==> config.mk <==
export PLATFORM = sky130hd
export DESIGN_NAME = mcu_clock_tree
export DESIGN_NICKNAME = d
export VERILOG_FILES = /design/src/mcu_clock_pkg.sv /design/src/mcu_clock_tree.sv /design/src/rc_osc_model.sv
export VERILOG_INCLUDE_DIRS = /design/src
export SDC_FILE = /design/constraint.sdc
export NUM_CORES = 1
export LEC_CHECK = 0
export BUFFER_PORTS_ARGS = -buffer_cell sky130_fd_sc_hd__buf_2
export CORE_MARGIN = 8
export CORE_UTILIZATION = 30
export CTS_BUF_LIST = sky130_fd_sc_hd__clkbuf_8
export CTS_CLUSTER_SIZE = 20
export DETAILED_ROUTE_END_ITERATION = 16
export GPL_TIMING_DRIVEN = 0
export PLACE_DENSITY = 0.57
export SLEW_MARGIN = 20
export SYNTH_ARGS = -nofsm -noshare
export SYNTH_HDL_FRONTEND = slang
export SYNTH_HIERARCHICAL = 1
export SYNTH_SLANG_ARGS = --single-unit
==> constraint.sdc <==
create_clock -name clk -period 3.2 [get_ports clk]
set_input_delay 0.16 -clock clk [delete_from_list [all_inputs] [get_ports clk]]
set_output_delay 0.16 -clock clk [all_outputs]
set_load 0.01 [all_outputs]
==> src/mcu_clock_regs.svh <==
`ifndef MCU_CLOCK_REGS_SVH
`define MCU_CLOCK_REGS_SVH

// ----------------------------------------------------------------
// Register map and timing
// ----------------------------------------------------------------
`define TRIM_ADDR 8'h96
`define TRIM_CLKOUT_EN_BIT 6
`define TRIM_TUNE_MSB 5
`define TRIM_TUNE_CENTER 6'h20
`define CLK_FREQ_KHZ 50000
`define RC_FREQ_KHZ 7373
`define RC_ACC_BITS 16
`define RC_TUNE_SLOPE 16'h0040
`define DIV_MAX 510
`define CPU_PER_MACHINE 2

`endif

==> src/mcu_clock_pkg.sv <==
package mcu_clock_pkg;

	typedef enum logic [1:0] {
		SRC_RC = 2'h0,
		SRC_WDOG = 2'h1,
		SRC_XTAL = 2'h3,
		SRC_EXT = 2'h2
	} osc_src_e;

	typedef logic [6:0] trim_t;
	typedef logic [8:0] div_cnt_t;

endpackage

==> src/mcu_clock_tree.sv <==
// Functional notes
// - One of four oscillator sources is selected and fed to the clock divider.
// - The CPU clock is the divider output, so the oscillator clock may be slowed first.
// - A machine cycle spans two CPU clock cycles, giving two or four CPU clocks per instruction.
// - The peripheral clock runs at half the CPU clock rate.
// - An internal RC oscillator near 7.373 MHz is one of the selectable sources.
// - The tune register sits at 96H with clock-out enable in bit 6, tune in bits 5..0, bit 7 unused.
// - Only power-on reset loads the factory tune value; other resets leave the register alone.
// - Software may rewrite the six-bit tune field at any time to retune the RC oscillator.
// - With clock-out enabled and no crystal in use, a clock at half the CPU rate is driven out.
// - The divider slows the oscillator by up to 510 and may be changed at any time.
`include "mcu_clock_regs.svh"

module mcu_clock_tree
	import mcu_clock_pkg::*;
#(
	parameter trim_t FACTORY_TRIM = 7'h20
)
(
	input wire logic clk,
	input wire logic rstn,
	input wire logic porReset,
	input wire osc_src_e oscSource,
	input wire logic wdOscTick,
	input wire logic xtalTick,
	input wire logic extClkTick,
	input wire logic rtcUsesXtal,
	input wire logic [7:0] clockDividerSetting,
	input wire logic [7:0] sfrAddr,
	input wire logic sfrWrite,
	input wire logic sfrRead,
	input wire logic [7:0] sfrWdata,
	output logic [7:0] sfrRdata,
	output logic oscTick,
	output logic cpuTick,
	output logic machineTick,
	output logic periphTick,
	output logic clockOutPin,
	output logic clockOutOen
);

	// ----------------------------------------------------------------
	// Helpers
	// ----------------------------------------------------------------
	// Divide by 2*N, or by one for a setting of zero.
	function automatic div_cnt_t divLimit(input logic [7:0] n);
		divLimit = (n == 8'h00) ? 9'h000 : 9'({n, 1'b0} - 9'h001);
	endfunction

	function automatic logic isTrimAddr(input logic [7:0] a);
		isTrimAddr = (a == `TRIM_ADDR);
	endfunction

	// ----------------------------------------------------------------
	// Tune register
	// ----------------------------------------------------------------
	logic rcTick;
	trim_t trim_q, trim_d;
	logic [7:0] rdata_d;

	always_comb begin
		trim_d = trim_q;
		if (porReset) begin
			trim_d = FACTORY_TRIM;
		end else if (sfrWrite && isTrimAddr(sfrAddr)) begin
			trim_d = sfrWdata[6:0];
		end
		rdata_d = 8'h00;
		if (sfrRead && isTrimAddr(sfrAddr)) begin
			rdata_d = {1'b0, trim_q};
		end
	end

	// The tune register ignores rstn so that only power-on reset restores it.
	always_ff @(posedge clk) begin
		trim_q <= trim_d;
	end

	always_ff @(posedge clk) begin
		if (!rstn || porReset) begin
			sfrRdata <= 8'h00;
		end else begin
			sfrRdata <= rdata_d;
		end
	end

	rc_osc_model rcOsc (
		.clk(clk),
		.rstn(rstn && !porReset),
		.tune(trim_q[`TRIM_TUNE_MSB:0]),
		.rcTick(rcTick)
	);

	// ----------------------------------------------------------------
	// Source select, divider and derived enables
	// ----------------------------------------------------------------
	logic oscEvt, crystalInUse, outEnable;
	div_cnt_t divCnt_q, divCnt_d;
	logic phase_q, phase_d, cpu_d, machine_d, periph_d, pin_d, oen_d;

	always_comb begin
		unique case (oscSource)
			SRC_RC: oscEvt = rcTick;
			SRC_WDOG: oscEvt = wdOscTick;
			SRC_XTAL: oscEvt = xtalTick;
			SRC_EXT: oscEvt = extClkTick;
		endcase
		crystalInUse = (oscSource == SRC_XTAL) || rtcUsesXtal;
		outEnable = trim_q[`TRIM_CLKOUT_EN_BIT] && !crystalInUse;
		divCnt_d = divCnt_q;
		cpu_d = 1'b0;
		if (oscEvt) begin
			// A compare rather than equality lets a new setting take effect at once.
			if (divCnt_q >= divLimit(clockDividerSetting)) begin
				divCnt_d = 9'h000;
				cpu_d = 1'b1;
			end else begin
				divCnt_d = 9'(divCnt_q + 9'h001);
			end
		end
		phase_d = cpu_d ? !phase_q : phase_q;
		machine_d = cpu_d && phase_q;
		periph_d = cpu_d && !phase_q;
		pin_d = 1'b0;
		if (outEnable) begin
			pin_d = cpu_d ? !clockOutPin : clockOutPin;
		end
		oen_d = !outEnable;
	end

	always_ff @(posedge clk) begin
		if (!rstn || porReset) begin
			divCnt_q <= 9'h000;
			phase_q <= 1'b0;
			oscTick <= 1'b0;
			cpuTick <= 1'b0;
			machineTick <= 1'b0;
			periphTick <= 1'b0;
			clockOutPin <= 1'b0;
			clockOutOen <= 1'b1;
		end else begin
			divCnt_q <= divCnt_d;
			phase_q <= phase_d;
			oscTick <= oscEvt;
			cpuTick <= cpu_d;
			machineTick <= machine_d;
			periphTick <= periph_d;
			clockOutPin <= pin_d;
			clockOutOen <= oen_d;
		end
	end

	// ----------------------------------------------------------------
	// Checks
	// ----------------------------------------------------------------
	trim_por_a: assert property (@(posedge clk)
		porReset |=> trim_q == FACTORY_TRIM) else $error("tune not loaded by power-on");

	trim_keep_a: assert property (@(posedge clk) disable iff (porReset)
		(!rstn && !sfrWrite) |=> $stable(trim_q)) else $error("tune changed by reset");

	trim_write_a: assert property (@(posedge clk) disable iff (porReset)
		(sfrWrite && sfrAddr == `TRIM_ADDR) |=> trim_q == 7'($past(sfrWdata)))
		else $error("tune write lost");

	trim_read_a: assert property (@(posedge clk) disable iff (!rstn || porReset)
		(sfrRead && sfrAddr == `TRIM_ADDR) |=> sfrRdata == {1'b0, $past(trim_q)})
		else $error("tune read wrong");

	rdata_top_a: assert property (@(posedge clk) disable iff (!rstn || porReset)
		!sfrRdata[7]) else $error("unused tune bit read as one");

	src_sel_a: assert property (@(posedge clk) disable iff (!rstn || porReset)
		(oscSource == SRC_WDOG && wdOscTick) |=> oscTick) else $error("source not routed");

	src_any_a: assert property (@(posedge clk) disable iff (!rstn || porReset)
		oscEvt |=> oscTick) else $error("oscillator tick lost");

	src_quiet_a: assert property (@(posedge clk) disable iff (!rstn || porReset)
		(oscSource == SRC_EXT && !extClkTick) |=> !oscTick)
		else $error("unselected tick passed");

	cpu_osc_a: assert property (@(posedge clk) disable iff (!rstn || porReset)
		cpuTick |-> $past(oscEvt)) else $error("cpu tick without oscillator tick");

	div_one_a: assert property (@(posedge clk) disable iff (!rstn || porReset)
		(clockDividerSetting == 8'h00 && oscEvt) |=> cpuTick) else $error("divide by one");

	div_two_a: assert property (@(posedge clk) disable iff (!rstn || porReset)
		(clockDividerSetting == 8'h01 && $stable(clockDividerSetting) && cpuTick
		&& $past(oscEvt) && oscEvt) |=> !cpuTick) else $error("divide by two");

	div_range_a: assert property (@(posedge clk) disable iff (!rstn || porReset)
		divCnt_q <= 9'(`DIV_MAX - 1)) else $error("divider count out of range");

	machine_a: assert property (@(posedge clk) disable iff (!rstn || porReset)
		machineTick |-> cpuTick && !periphTick) else $error("machine tick off cpu");

	periph_a: assert property (@(posedge clk) disable iff (!rstn || porReset)
		periphTick |-> cpuTick) else $error("peripheral tick off cpu");

	cpu_kind_a: assert property (@(posedge clk) disable iff (!rstn || porReset)
		cpuTick |-> machineTick != periphTick) else $error("cpu tick not paired");

	clkout_off_a: assert property (@(posedge clk) disable iff (!rstn || porReset)
		crystalInUse |=> clockOutOen && !clockOutPin) else $error("clock out with crystal");

	clkout_tog_a: assert property (@(posedge clk) disable iff (!rstn || porReset)
		(cpuTick && $past(outEnable) && !clockOutOen && !$past(clockOutOen))
		|-> clockOutPin != $past(clockOutPin)) else $error("clock out not toggled");

	clkout_step_a: assert property (@(posedge clk) disable iff (!rstn || porReset)
		($changed(clockOutPin) && !clockOutOen && !$past(clockOutOen)) |-> cpuTick)
		else $error("clock out moved off cpu tick");

	// ----------------------------------------------------------------
	// Cover points
	// ----------------------------------------------------------------
	cover_div_c: cover property (@(posedge clk) clockDividerSetting > 8'h02 ##0 cpuTick);
	cover_out_c: cover property (@(posedge clk) !clockOutOen ##1 clockOutPin);
	cover_trim_c: cover property (@(posedge clk) sfrWrite && sfrAddr == `TRIM_ADDR);
	cover_rc_c: cover property (@(posedge clk) oscSource == SRC_RC ##0 cpuTick);
	cover_por_c: cover property (@(posedge clk) porReset ##1 !porReset);

endmodule

==> src/rc_osc_model.sv <==
`include "mcu_clock_regs.svh"

module rc_osc_model
	import mcu_clock_pkg::*;
(
	input wire logic clk,
	input wire logic rstn,
	input wire logic [5:0] tune,
	output logic rcTick
);

	localparam logic [15:0] NOM_STEP =
		16'((`RC_FREQ_KHZ * (2 ** `RC_ACC_BITS)) / `CLK_FREQ_KHZ);

	logic [15:0] acc_q, acc_d;
	logic rcTick_d;
	logic [16:0] sum;
	logic [15:0] step;

	// Phase accumulator: each carry out is one RC oscillator edge; tune trims the step.
	always_comb begin
		step = 16'(NOM_STEP + {10'h000, tune} * `RC_TUNE_SLOPE
			- {10'h000, `TRIM_TUNE_CENTER} * `RC_TUNE_SLOPE);
		sum = {1'b0, acc_q} + {1'b0, step};
		acc_d = sum[15:0];
		rcTick_d = sum[16];
	end

	always_ff @(posedge clk) begin
		if (!rstn) begin
			acc_q <= 16'h0000;
			rcTick <= 1'b0;
		end else begin
			acc_q <= acc_d;
			rcTick <= rcTick_d;
		end
	end

	rc_sparse_a: assert property (@(posedge clk) disable iff (!rstn)
		rcTick |=> !rcTick) else $error("rc tick on two cycles in a row");

endmodule

==> results of run 1 <==
-- critical path, stage by stage (launching register included) --
cell	delay, ns
dfxtp_1	0.34
inv_1	0.12
ha_1	0.20
nor2b_1	0.06
or3_1	0.34
nand2_1	0.10
ha_1	0.22
a21o_1	0.20
a311oi_1	0.27
nor2_1	0.08
nor3_2	0.23
mux2i_1	0.22
-- flip-flops by register name (all words and copies together) (netlist names) --
signal,cells
rcOsc/acc_q,16
divCnt_q,9
sfrRdata,7
trim_q,7
clockOutOen,1
clockOutPin,1
cpuTick,1
machineTick,1
oscTick,1
periphTick,1
phase_q,1
rcOsc/rcTick,1
-- layer usage --
layer | track usage, % | wire [um] | vias up
met1 | 11.9 | 2740 | 1003
met5 | 0 | 0 | -
met2 | 15.1 | 2490 | 48
met4 | 2.76 | 49 | 0
met3 | 2.73 | 433 | 6
li1 | - | - | 1168
-- metrics by stage --
stage / power (mW) / setup slack (ns)
2_1_floorplan: 0.745 / 0.949
3_3_place_gp: 0.794 / 0.516
3_5_place_dp: 0.797 / 0.495
4_1_cts: 1.15 / 0.739
5_1_grt: 1.20 / 0.554
6_report: 1.13 / 0.747
-- power by group --
group          total (mW)  switching (mW)  leakage [nW]  internal, mW
clock               0.349           0.199        0.0440         0.150
combinational       0.172          0.0901         0.977        0.0824
sequential          0.610          0.0109         0.381         0.599
-- area by class of cell --
type                       instances  area share (%)
tap                              108            4.34
timing repair buffer              45            7.24
multi-input combinational        237            52.5
clock inverter                     2           0.442
clock buffer                       5            2.21
sequential                        47            30.2
buffer                             8            1.57
inverter                          12            1.45
-- cells by family after synthesis --
group | count (synthesis) | share of synthesized area (%)
compound gates | 52 | 13.3
xor+xnor | 17 | 5.58
fa+ha+maj | 23 | 10.8
buf+inv | 20 | 3.52
flops | 47 | 35.3
mux | 11 | 4.32
other cells | 1 | 0.141
simple gates | 133 | 27.1
-- cells in the mapped netlist (2+ instances only) --
cell,number,area (um^2)
dfxtp_1,47,941
nand2_1,37,139
ha_1,23,288
nor2_1,21,78.8
and2_1,18,113
a21oi_1,14,70.1
inv_1,12,45.0
mux2i_1,10,100
nor3_1,10,50.1
o21ai_0,10,50.1
xnor2_1,10,87.6
nand3_1,9,45.0
xor2_1,7,61.3
nand2b_1,6,37.5
nor2b_1,6,37.5
clkbuf_1,5,18.8
nor4_1,5,31.3
a31oi_1,4,25.0
nand4_1,3,18.8
o211ai_1,3,22.5
o21a_1,3,22.5
or3_1,3,18.8
a211oi_1,2,15.0
a21boi_0,2,15.0
a21o_1,2,15.0
and3_1,2,12.5
buf_6,2,22.5
nand4b_1,2,17.5
nand4bb_1,2,22.5
nor3b_1,2,15.0
nor4_4,2,42.5
or2_2,2,12.5
-- how the worst min path moves through the flow --
stage / startpoint / endpoint / slack [ns] / depth (start not counted)
floorplan: rtcUsesXtal / clockOutOen$_SDFF_PN1_ / 0.29 / 1
finish: rtcUsesXtal / clockOutOen$_SDFF_PN1_ / 0.08 / 2
CTS: rtcUsesXtal / clockOutOen$_SDFF_PN1_ / 0.07 / 2
global placement: rtcUsesXtal / clockOutOen$_SDFF_PN1_ / 0.40 / 2
global route: rtcUsesXtal / clockOutOen$_SDFF_PN1_ / 0.08 / 2
detailed placement: rtcUsesXtal / clockOutOen$_SDFF_PN1_ / 0.40 / 2
==> reports/results.txt, run 1 <==
The flow ran to the end, and the final reports show no timing, DRC or antenna violations. The HPWL after detailed placement is 4490 um. Counting flops with an async set or reset pin after synthesis yields a share of 0%. The critical path is of the reg2reg type.

The run gives 0.165 mV as the largest voltage drop on the vdd net. The tools report the number of setup buffers added after CTS as 0. The number of nets in the synthesized netlist was 362. Dividing the detail-routed wire length by the instance count gives 12.3 um.

The number of maximum-capacitance violations was 0. Post-CTS repair changed the size of 0 cells. The clock transition time at the flip-flop clock pins of the worst setup and hold paths works out to 0.10 ns.

Derived from the worst setup path, the maximum achievable clock frequency is 408 MHz. From left edge to right edge, the die measures 110 um. The tools report the multi-input combinational cell area as 0.00163 mm^2. The required time reported for the critical path endpoint was 3.43 ns; the count of unresolved DRC violations after routing was 0. Cells with a size suffix above 1 make up 18.5% of the layout.

The type of element launching the critical path was a flop. The number of design-rule violations left by the first detailed-router iteration came out at 93. The initial core utilization is 30.7%, and the area of the die is 0.0122 mm^2. The via density per instance is 4.80.

Leaving out fill and tap cells, the most frequent cells in the layout are dfxtp_1 (47), buf_2 (45), nand2_1 (37), ha_1 (23), nor2_1 (21). The logic depth of the worst register-to-register path was 11. The count of buffers added on input and output ports is 45. The maximum fanout encountered on the critical timing path came out at 4.

Measured on the finished design, the core utilization comes to 35.8%. Entering global routing, the biggest net connects 15 pins. Across every metal layer, demand over resource in global routing totals 9.38%. In this run the core area contains 34 standard-cell rows. The placer congestion estimate was 0.824; the layout-stage area growth over the synthesis result was 16.6%.

The slack of the worst reg-to-reg path was 0.75 ns; the total negative setup slack was 0 ns. The number of placed instances with taps included was 457; the count of hold buffers inserted by post-cts repair was 0. For the finished layout, the period the worst path requires is 2.45 ns. The number of antenna violations at the first check in global routing came out at 0. The run gives 9400 um as the wire length of the first global-routing pass.

The tools report the origin of the critical flop-to-flop path as trim_q[1]$_SDFFE_PP0P_. For the gate count of the mapped netlist, the log shows 304. Leaving out fill and tap cells, the most frequent cell in the layout is dfxtp_1. For the layout filler cell count, the log shows 908.

The tools report the detailed-route wire length as 5720 um. In this run the cell area of the synthesized design comes to 0.00267 mm^2. Setup violations remaining at the end of the flow were counted as 0. The share of the yosys chip area belonging to registers was 35.3%. In this run the static leakage power is 1.40 nW. The tools report the termination of the worst setup path as rcOsc/acc_q[14]$_SDFF_PN0_. The total power density per cell area came out at 364 mW/mm^2. Setup repair after global routing left no endpoint under its margin. The via total after detailed routing is 2225. The worst setup path is captured at a flop. The path category of the worst min-delay check was in2reg. In this run, synthesis produced a sequential element count of 47. The logs give 0 for the count of pins over their slew limit and 2143 for the via count of the first global-routing pass.

The vertical die dimension is 110 um. TritonCTS built the clock tree. The tools report the first-pass iteration count of the detailed router as 4.

The tools report the worst setup path startpoint as trim_q[1]$_SDFFE_PP0P_. The clock passes through at most 2 buffers. Averaged over all synthesized cells, the footprint is 8.77 um^2. The clock insertion delay at the later pin of the skew report was 0.30 ns; the count of yosys warnings during synthesis was 6. The clock drives 47 sinks. The sequential standard cell area was 941 um^2. The number of H-tree levels is 2, and the share of the clock period used by the worst path after layout is 76.7%. The predominant post-synthesis flop cell was dfxtp_1.

The root buffer cell chosen for the clock tree is clkbuf_8. Counting flops with a built-in enable in the synthesized netlist gives 0. In this run, CTS created clock tree buffers numbering 5. The number of antenna diodes in the final layout is 0. The run gives 464 as the number of non-filler instances in the completed layout. The total count of hold-check failures in the final report is 0, and the data arrival time at the worst-slack endpoint is 2.69 ns. The run gives 49 as the boundary pin count. Hold is met by 0.0820 ns. Synthesis instantiated 50 different standard cells from the library. The clock arrives with 0.0128 ns of skew. The remaining antenna violation count was 0; the net count reported at finish was 414.

The worst register-to-register path ends at rcOsc/acc_q[14]$_SDFF_PN0_. Summed over all layers, the global routing overflow is 0. With fillers left out, the area of the finished cells amounts to 0.00311 mm^2.

The core area is 0.00868 mm^2, and the post-detailed-placement cell area is 0.00303 mm^2.
No activity file was read; power rests on OpenSTA's default activity.
==> inputs of run 2 (changes only) <==
==> constraint.sdc (replaced) <==
create_clock -name clk -period 2.4 [get_ports clk]
set_input_delay 0.12 -clock clk [delete_from_list [all_inputs] [get_ports clk]]
set_output_delay 0.12 -clock clk [all_outputs]
set_load 0.01 [all_outputs]
==> reports/results.txt, run 2 (synthesis results as in run 1) <==
Register ranked first by flip-flop count: rcOsc/acc_q (unchanged). The overall fraction of global-route tracks in use was 9.48% (was 9.38%). The floorplan die width came out at 110 um (unchanged). The detailed-route wire length came out at 5870 um (was 5720 um). The count of hold buffers inserted by post-cts repair was 0 (unchanged). The run finished with clean final reports. The tools report the number of antenna violations at the first check in global routing as 0 (unchanged).

The tools report the largest net degree at the start of global routing as 15 (unchanged). The core area came out at 0.00868 mm^2 (unchanged). The data arrival time at the worst-slack endpoint was 2.51 ns (was 2.69 ns); the share of the clock period used by the worst path after layout was 96.3% (was 76.7%). The run gives 468 (was 464) as the number of non-filler instances in the completed layout.

The number of H-tree levels is 2 (unchanged), and the number of input and output port buffers inserted is 45 (unchanged). The number of placed instances with taps included is 457 (unchanged), and the placer congestion estimate is 0.824 (unchanged). The tools report the buffer type at the clock tree root as clkbuf_8 (unchanged).

Via total after detailed routing: 2265 (was 2225). The utilization after layout is 37.0% (was 35.8%), and the maximum achievable frequency is 433 MHz (was 408 MHz). The required time reported for the critical path endpoint was 2.60 ns (was 3.43 ns); the number of clock buffers inserted by TritonCTS was 5 (unchanged).

The number of maximum-capacitance violations came out at 0 (unchanged). For the count of pins over their slew limit, the log shows 0 (unchanged). The layout-stage area growth over the synthesis result is 20.4% (was 16.6%), and the remaining antenna violation count is 0 (unchanged).

The average wire per standard cell was 12.5 um (was 12.3 um); the flip-flop count of the largest register after layout was 16 (unchanged). The count of unresolved DRC violations after routing was 0 (unchanged). The minimum period implied by the final worst setup slack is 2.31 ns (was 2.45 ns).

For the largest voltage drop on the vdd net, the log shows 0.218 mV (was 0.165 mV). Registers with the most flip-flops: rcOsc/acc_q (16), divCnt_q (9) (unchanged). The run gives 0.0114 ns (was 0.0128 ns) as the worst clock skew. Worst hold slack: 0.0426 ns (was 0.0820 ns). The final critical-path setup slack is 0.0891 ns (was 0.747 ns). Number of failing setup endpoints in the final timing report: 0 (unchanged). The tools report the net count reported at finish as 418 (was 414).

The path category of the worst min-delay check is in2reg (unchanged). The area of the die was 0.0122 mm^2 (unchanged). Category of the critical setup timing path: reg2reg (unchanged).

The number of design-rule violations left by the first detailed-router iteration is 76 (was 93). The capturing element type of the critical path was a flop (unchanged). The via density per instance is 4.84 (was 4.80).

Share of post-route cells with drive strength above 1: 22.8% (was 18.5%). Top library cells by usage in the layout, fill and taps aside: dfxtp_1 (45), buf_2 (45), nand2_1 (36), nor2_1 (21), ha_1 (21) (was dfxtp_1 (47), buf_2 (45), nand2_1 (37), ha_1 (23), nor2_1 (21)). The via count of the first global-routing pass is 2153 (was 2143). Worst setup timing slack at the placement stage: -0.265 ns (was 0.495 ns).

The maximum clock insertion buffer count came out at 2 (unchanged). The run gives 49 (unchanged) as the boundary pin count. The type of element launching the critical path is a flop (unchanged). The CTS sink count was 47 (unchanged). The layout filler cell count was 899 (was 908).

TritonCTS built the clock tree. The tools report the number of cell rows as 34 (unchanged). The clock transition time at the flip-flop clock pins of the worst setup and hold paths is 0.09 ns (was 0.10 ns), and the clock insertion delay at the later pin of the skew report is 0.30 ns (about the same). The HPWL after detailed placement is 4490 um (unchanged), and the first-pass iteration count of the detailed router is 4 (unchanged). The run gives 9520 um (was 9400 um) as the wire length of the first global-routing pass. The total power density per cell area was 471 mW/mm^2 (was 364 mW/mm^2); the static leakage was 1.43 nW (was 1.40 nW).

The leftover overflow at the end of global routing is 0 (unchanged), and the count of antenna diodes in the layout is 0 (unchanged). For the total count of hold-check failures in the final report, the log shows 0 (unchanged). The maximum fanout encountered on the critical timing path is 4 (unchanged). The run gives 30.7% (unchanged) as the initial core utilization. The run gives 1.51 mW (was 1.13 mW) as the total chip power. The vertical die dimension was 110 um (unchanged).
## run 2: cell types whose count changed in the layout (fill, tap and decap cells not counted), sizes merged
cell / delta
buf: +4
## run 2: worst paths after layout
path                               start                 endpoint  slack, ns  cells past startpoint
setup / recovery  trim_q[1]$_SDFFE_PP0P_  rcOsc/rcTick$_SDFF_PN0_       0.09                     12
hold / removal               rtcUsesXtal   clockOutOen$_SDFF_PN1_       0.04                      2
setup reg to reg  trim_q[1]$_SDFFE_PP0P_  rcOsc/rcTick$_SDFF_PN0_       0.09                     12
hold reg to reg     phase_q$_SDFFE_PN0P_    periphTick$_SDFF_PN0_       0.46                      1
## run 2: metrics by stage
step / instance area [um^2] / TNS (ns)
finish: 3210 / 0
global route: 3210 / -0.0184
CTS: 3130 / 0
detailed placement: 3030 / -2.51
global placement: 3030 / -2.36
floorplan: 2670 / 0
## run 2: cell type report
class                           instances  area, um^2  share of cell area [%]
Inverter                               12        47.5                    1.48
Buffer                                  8        48.8                    1.52
Multi-Input combinational cell        237        1700                    52.8
Clock buffer                            5        68.8                    2.14
Clock inverter                          2        13.8                   0.429
Sequential cell                        47         946                    29.5
Timing Repair Buffer                   49         255                    7.95
Tap cell                              108         135                    4.21
## run 2: worst max-delay path: stages (launching register included)
cell,delay [ns]
dfxtp_4,0.37
inv_4,0.07
ha_4,0.14
nor2b_2,0.04
or3_4,0.39
nand2_4,0.09
ha_1,0.22
a21o_1,0.18
a311oi_2,0.21
nor2_1,0.09
nor3_2,0.23
buf_4,0.15
nor3b_1,0.04
## run 2: layer usage
layer | up-vias | GRT usage [%] | wire [um] | part of all wire, %
li1 | 1179 | - | - | -
met1 | 1023 | 12.1 | 2730 | 46
met2 | 53 | 15.1 | 2650 | 45
met3 | 10 | 2.73 | 435 | 7.4
met4 | 0 | 2.76 | 60 | 1.0
met5 | - | 0 | 0 | 0
## run 2: repair_timing
action                                  in CTS  in global routing
cloned                                       0                  0
pin swaps                                    4                  7
endpoints found under the setup margin       2                 16
setup buffers                                0                  4
gates resized for setup                      6                 13
## run 2: report_power, final
part           internal, mW  leakage, nW  switching, mW  total [mW]
clock network         0.200       0.0440          0.265       0.465
logic                 0.113         1.00          0.123       0.236
registers             0.797        0.383         0.0150       0.812
==> inputs of run 3 (changes only) <==
--- a/config.mk
+++ b/config.mk
@@ -8,12 +8,12 @@
 export LEC_CHECK = 0
 export BUFFER_PORTS_ARGS = -buffer_cell sky130_fd_sc_hd__buf_2
 export CORE_MARGIN = 8
-export CORE_UTILIZATION = 30
+export CORE_UTILIZATION = 36
 export CTS_BUF_LIST = sky130_fd_sc_hd__clkbuf_8
 export CTS_CLUSTER_SIZE = 20
 export DETAILED_ROUTE_END_ITERATION = 16
-export GPL_TIMING_DRIVEN = 0
-export PLACE_DENSITY = 0.57
+export GPL_TIMING_DRIVEN = 1
+export PLACE_DENSITY = 0.65
 export SLEW_MARGIN = 20
 export SYNTH_ARGS = -nofsm -noshare
 export SYNTH_HDL_FRONTEND = slang
==> reports/results.txt, run 3 (synthesis results as in run 1) <==
The flow ran to the end, and the final reports show no timing, DRC or antenna violations. Register ranked first by flip-flop count: rcOsc/acc_q (unchanged). The logs give 2291 (was 2265) for the via total after detailed routing and 1.65 mW (was 1.51 mW) for the total chip power. The cell with the largest stage delay on the worst path is or3_4 (unchanged).

The logs give 5780 um (was 5870 um) for the detailed-route wire length and 0 (unchanged) for the total count of hold-check failures in the final report. Registers with the most flip-flops: rcOsc/acc_q (16), divCnt_q (9) (unchanged). The floorplan die width came out at 102 um (was 110 um). Leftover overflow at the end of global routing: 0 (unchanged). The top routing layer in use was met4 (unchanged).

The routed metal-1 wire length came out at 2790 um (was 2730 um). Top library cells by usage in the layout, fill and taps aside: buf_2 (46), dfxtp_1 (45), nand2_1 (36), nor2_1 (21), ha_1 (21) (was dfxtp_1 (45), buf_2 (45), nand2_1 (36), nor2_1 (21), ha_1 (21)). The logs give 2 (unchanged) for the maximum clock insertion buffer count and 23 (was 15) for the largest net degree at the start of global routing.

The data arrival time at the worst-slack endpoint is 2.47 ns (was 2.51 ns), and the largest voltage drop on the vdd net is 0.215 mV (was 0.218 mV). The worst clock skew came out at 0.0109 ns (was 0.0114 ns). The capturing element type of the critical path was a flop (unchanged).

The via density per instance was 4.88 (was 4.84). The destination of the worst hold path was trim_q[2]$_SDFFE_PP0P_ (was clockOutOen$_SDFF_PN1_). The run gives 2620 um (was 2650 um) as the length of routed met2 wiring. The share of post-route cells with drive strength above 1 works out to 26.2% (was 22.8%).

Number of cell rows: 31 (was 34). Terminus of the critical flop-to-flop path: rcOsc/acc_q[14]$_SDFF_PN0_ (was rcOsc/rcTick$_SDFF_PN0_). The clock transition time at the flip-flop clock pins of the worst setup and hold paths was 0.10 ns (was 0.09 ns); the HPWL after detailed placement was 4500 um (was 4490 um). The total power density per cell area was 498 mW/mm^2 (was 471 mW/mm^2); the clock insertion delay at the later pin of the skew report was 0.30 ns (about the same). The origin of the critical flop-to-flop path is trim_q[2]$_SDFFE_PP0P_ (was trim_q[1]$_SDFFE_PP0P_). The delay of the slowest cell on the worst path was 0.39 ns (about the same); the number of failing setup endpoints in the final timing report was 0 (unchanged). The flip-flop count of the largest register after layout came out at 16 (unchanged). Layout-stage area growth over the synthesis result: 23.9% (was 20.4%). The vertical die dimension is 102 um (was 110 um), and the core area is 0.00721 mm^2 (was 0.00868 mm^2). The net count reported at finish was 427 (was 418); the maximum achievable frequency was 446 MHz (was 433 MHz). The number of design-rule violations left by the first detailed-router iteration was 151 (was 76); the boundary pin count was 49 (unchanged). The number of maximum-capacitance violations is 0 (unchanged), and the final critical-path setup slack is 0.156 ns (was 0.0891 ns).

The commonest non-fill, non-tap cell in the layout was buf_2. The wire length of the first global-routing pass came out at 9550 um (was 9520 um). The worst setup timing slack at the placement stage is -0.198 ns (was -0.265 ns). Total met3 wirelength after detailed routing: 321 um (was 435 um). The average wire per standard cell works out to 12.3 um (was 12.5 um).

Setup repair after global routing could not meet its margin everywhere. The logic depth of the worst register-to-register path is 11 (was 12). The logs give 946 um^2 (unchanged) for the sequential standard cell area and 0 (unchanged) for the count of pins over their slew limit.

The initial core utilization is 37.0% (was 30.7%), and the total negative setup slack is 0 ns (unchanged). The layout filler cell count was 716 (was 899). Category of the critical setup timing path: reg2reg (unchanged). The number of H-tree levels came out at 2 (unchanged). The slack of the worst reg-to-reg path is 0.16 ns (was 0.09 ns), and the via count of the first global-routing pass is 2158 (was 2153). The tools report the first-pass iteration count of the detailed router as 4 (unchanged). The number of clock buffers inserted by TritonCTS was 5 (unchanged).

The area of the die was 0.0104 mm^2 (was 0.0122 mm^2). The tools report the origin of the worst min-delay path as sfrWdata[2] (was rtcUsesXtal). The path category of the worst min-delay check is in2reg (unchanged). The number of stages on the worst hold path works out to 3 (was 2). The utilization after layout is 45.8% (was 37.0%). TritonCTS built the clock tree. Critical-path cell list: inv_2 > ha_4 > nor2b_1 > or3_4 > nand2_4 > ha_1 > a21o_1 > a311oi_2 > nor2_1 > nor3_2 > mux2i_1 (was inv_4 > ha_4 > nor2b_2 > or3_4 > nand2_4 > ha_1 > a21o_1 > a311oi_2 > nor2_1 > nor3_2 > buf_4 > nor3b_1). The type of element launching the critical path is a flop (unchanged). The static leakage is 1.50 nW (was 1.43 nW), and the CTS sink count is 47 (unchanged).

The logs give 11.3% (was 9.48%) for the overall fraction of global-route tracks in use and 0.831 (was 0.824) for the placer congestion estimate. The run gives 2.63 ns (was 2.60 ns) as the required time reported for the critical path endpoint. The maximum fanout encountered on the critical timing path was 4 (unchanged); the multi-input combinational cell area was 0.00169 mm^2 (was 0.00170 mm^2). The count of unresolved DRC violations after routing was 0 (unchanged). The tools report the buffer type at the clock tree root as clkbuf_8 (unchanged).

The share of the clock period used by the worst path after layout is 93.5% (was 96.3%). The run gives 0 (unchanged) as the number of antenna violations at the first check in global routing. The minimum period implied by the final worst setup slack is 2.24 ns (was 2.31 ns). The remaining antenna violation count is 0 (unchanged), and the number of input and output port buffers inserted is 46 (was 45). The count of antenna diodes in the layout was 0 (unchanged).
-- run 3: cell count changes in the layout (fill, tap and decap cells not counted), moves of 2 or more --
cell	before	now
buf_4	5	20
buf_6	2	0
clkbuf_1	5	0
inv_2	0	2
-- run 3: final cells by class --
type	instances	area share, %
multi-input cells	237	51.3
flip-flops and latches	47	28.6
repair buffers	66	11.5
well taps	99	3.75
clock buffers	5	2.08
clock inverters	3	1.40
inverters	12	1.36
-- run 3: stage by stage --
| step | hold WS (ns) | std cells | cell area, um^2 |
|---|---|---|---|
| final | 0.0432 | 469 | 3300 |
| after global routing | 0.0423 | 469 | 3300 |
| after CTS | 0.0396 | 469 | 3240 |
| after detailed placement | 0.362 | 461 | 3120 |
| after global placement | 0.351 | 461 | 3120 |
| after floorplan | 0.253 | 304 | 2670 |
-- run 3: what timing repair did --
action / CTS / global route
gates resized for setup: 0 / 16
setup buffers: 0 / 0
hold buffers: 0 / 0
endpoints found under the setup margin: 0 / 16
-- run 3: worst max-delay path by stage --
| stage | slack [ns] | startpoint | endpoint | depth (start not counted) |
|---|---|---|---|---|
| 6_report | 0.16 | trim_q[2]$_SDFFE_PP0P_ | rcOsc/acc_q[14]$_SDFF_PN0_ | 11 |
| 5_1_grt | -0.03 | trim_q[1]$_SDFFE_PP0P_ | rcOsc/acc_q[14]$_SDFF_PN0_ | 11 |
| 4_1_cts | 0.07 | trim_q[1]$_SDFFE_PP0P_ | rcOsc/acc_q[14]$_SDFF_PN0_ | 11 |
| 3_5_place_dp | -0.20 | clockDividerSetting[1] | clockOutPin$_SDFFE_PP0P_ | 15 |
| 3_3_place_gp | -0.09 | clockDividerSetting[6] | divCnt_q[4]$_SDFFE_PN0P_ | 13 |
| 2_1_floorplan | 0.19 | clockDividerSetting[0] | clockOutPin$_SDFFE_PP0P_ | 12 |
-- run 3: per-layer routing --
layer | vias to the layer above | GRT usage, %
met5 | - | 0
met4 | 0 | 3.72
met3 | 5 | 2.72
met2 | 38 | 19.1
met1 | 1043 | 13.6
li1 | 1205 | -
-- run 3: worst max-delay path: cells and delay by family, from the launching register on --
family                     cells  cell delay [ns]
AOI/OAI and AO/OA              2             0.35
adders and majority gates      2             0.34
buffers and inverters          1             0.06
DFF                            1             0.37
muxes                          1             0.21
and+or+nand+nor                5             0.85
-- run 3: where the power goes --
group,total [mW],switching [mW],internal (mW)
clock,0.593,0.279,0.314
combinational,0.240,0.122,0.118
sequential,0.813,0.0151,0.798
total,1.65,0.417,1.23
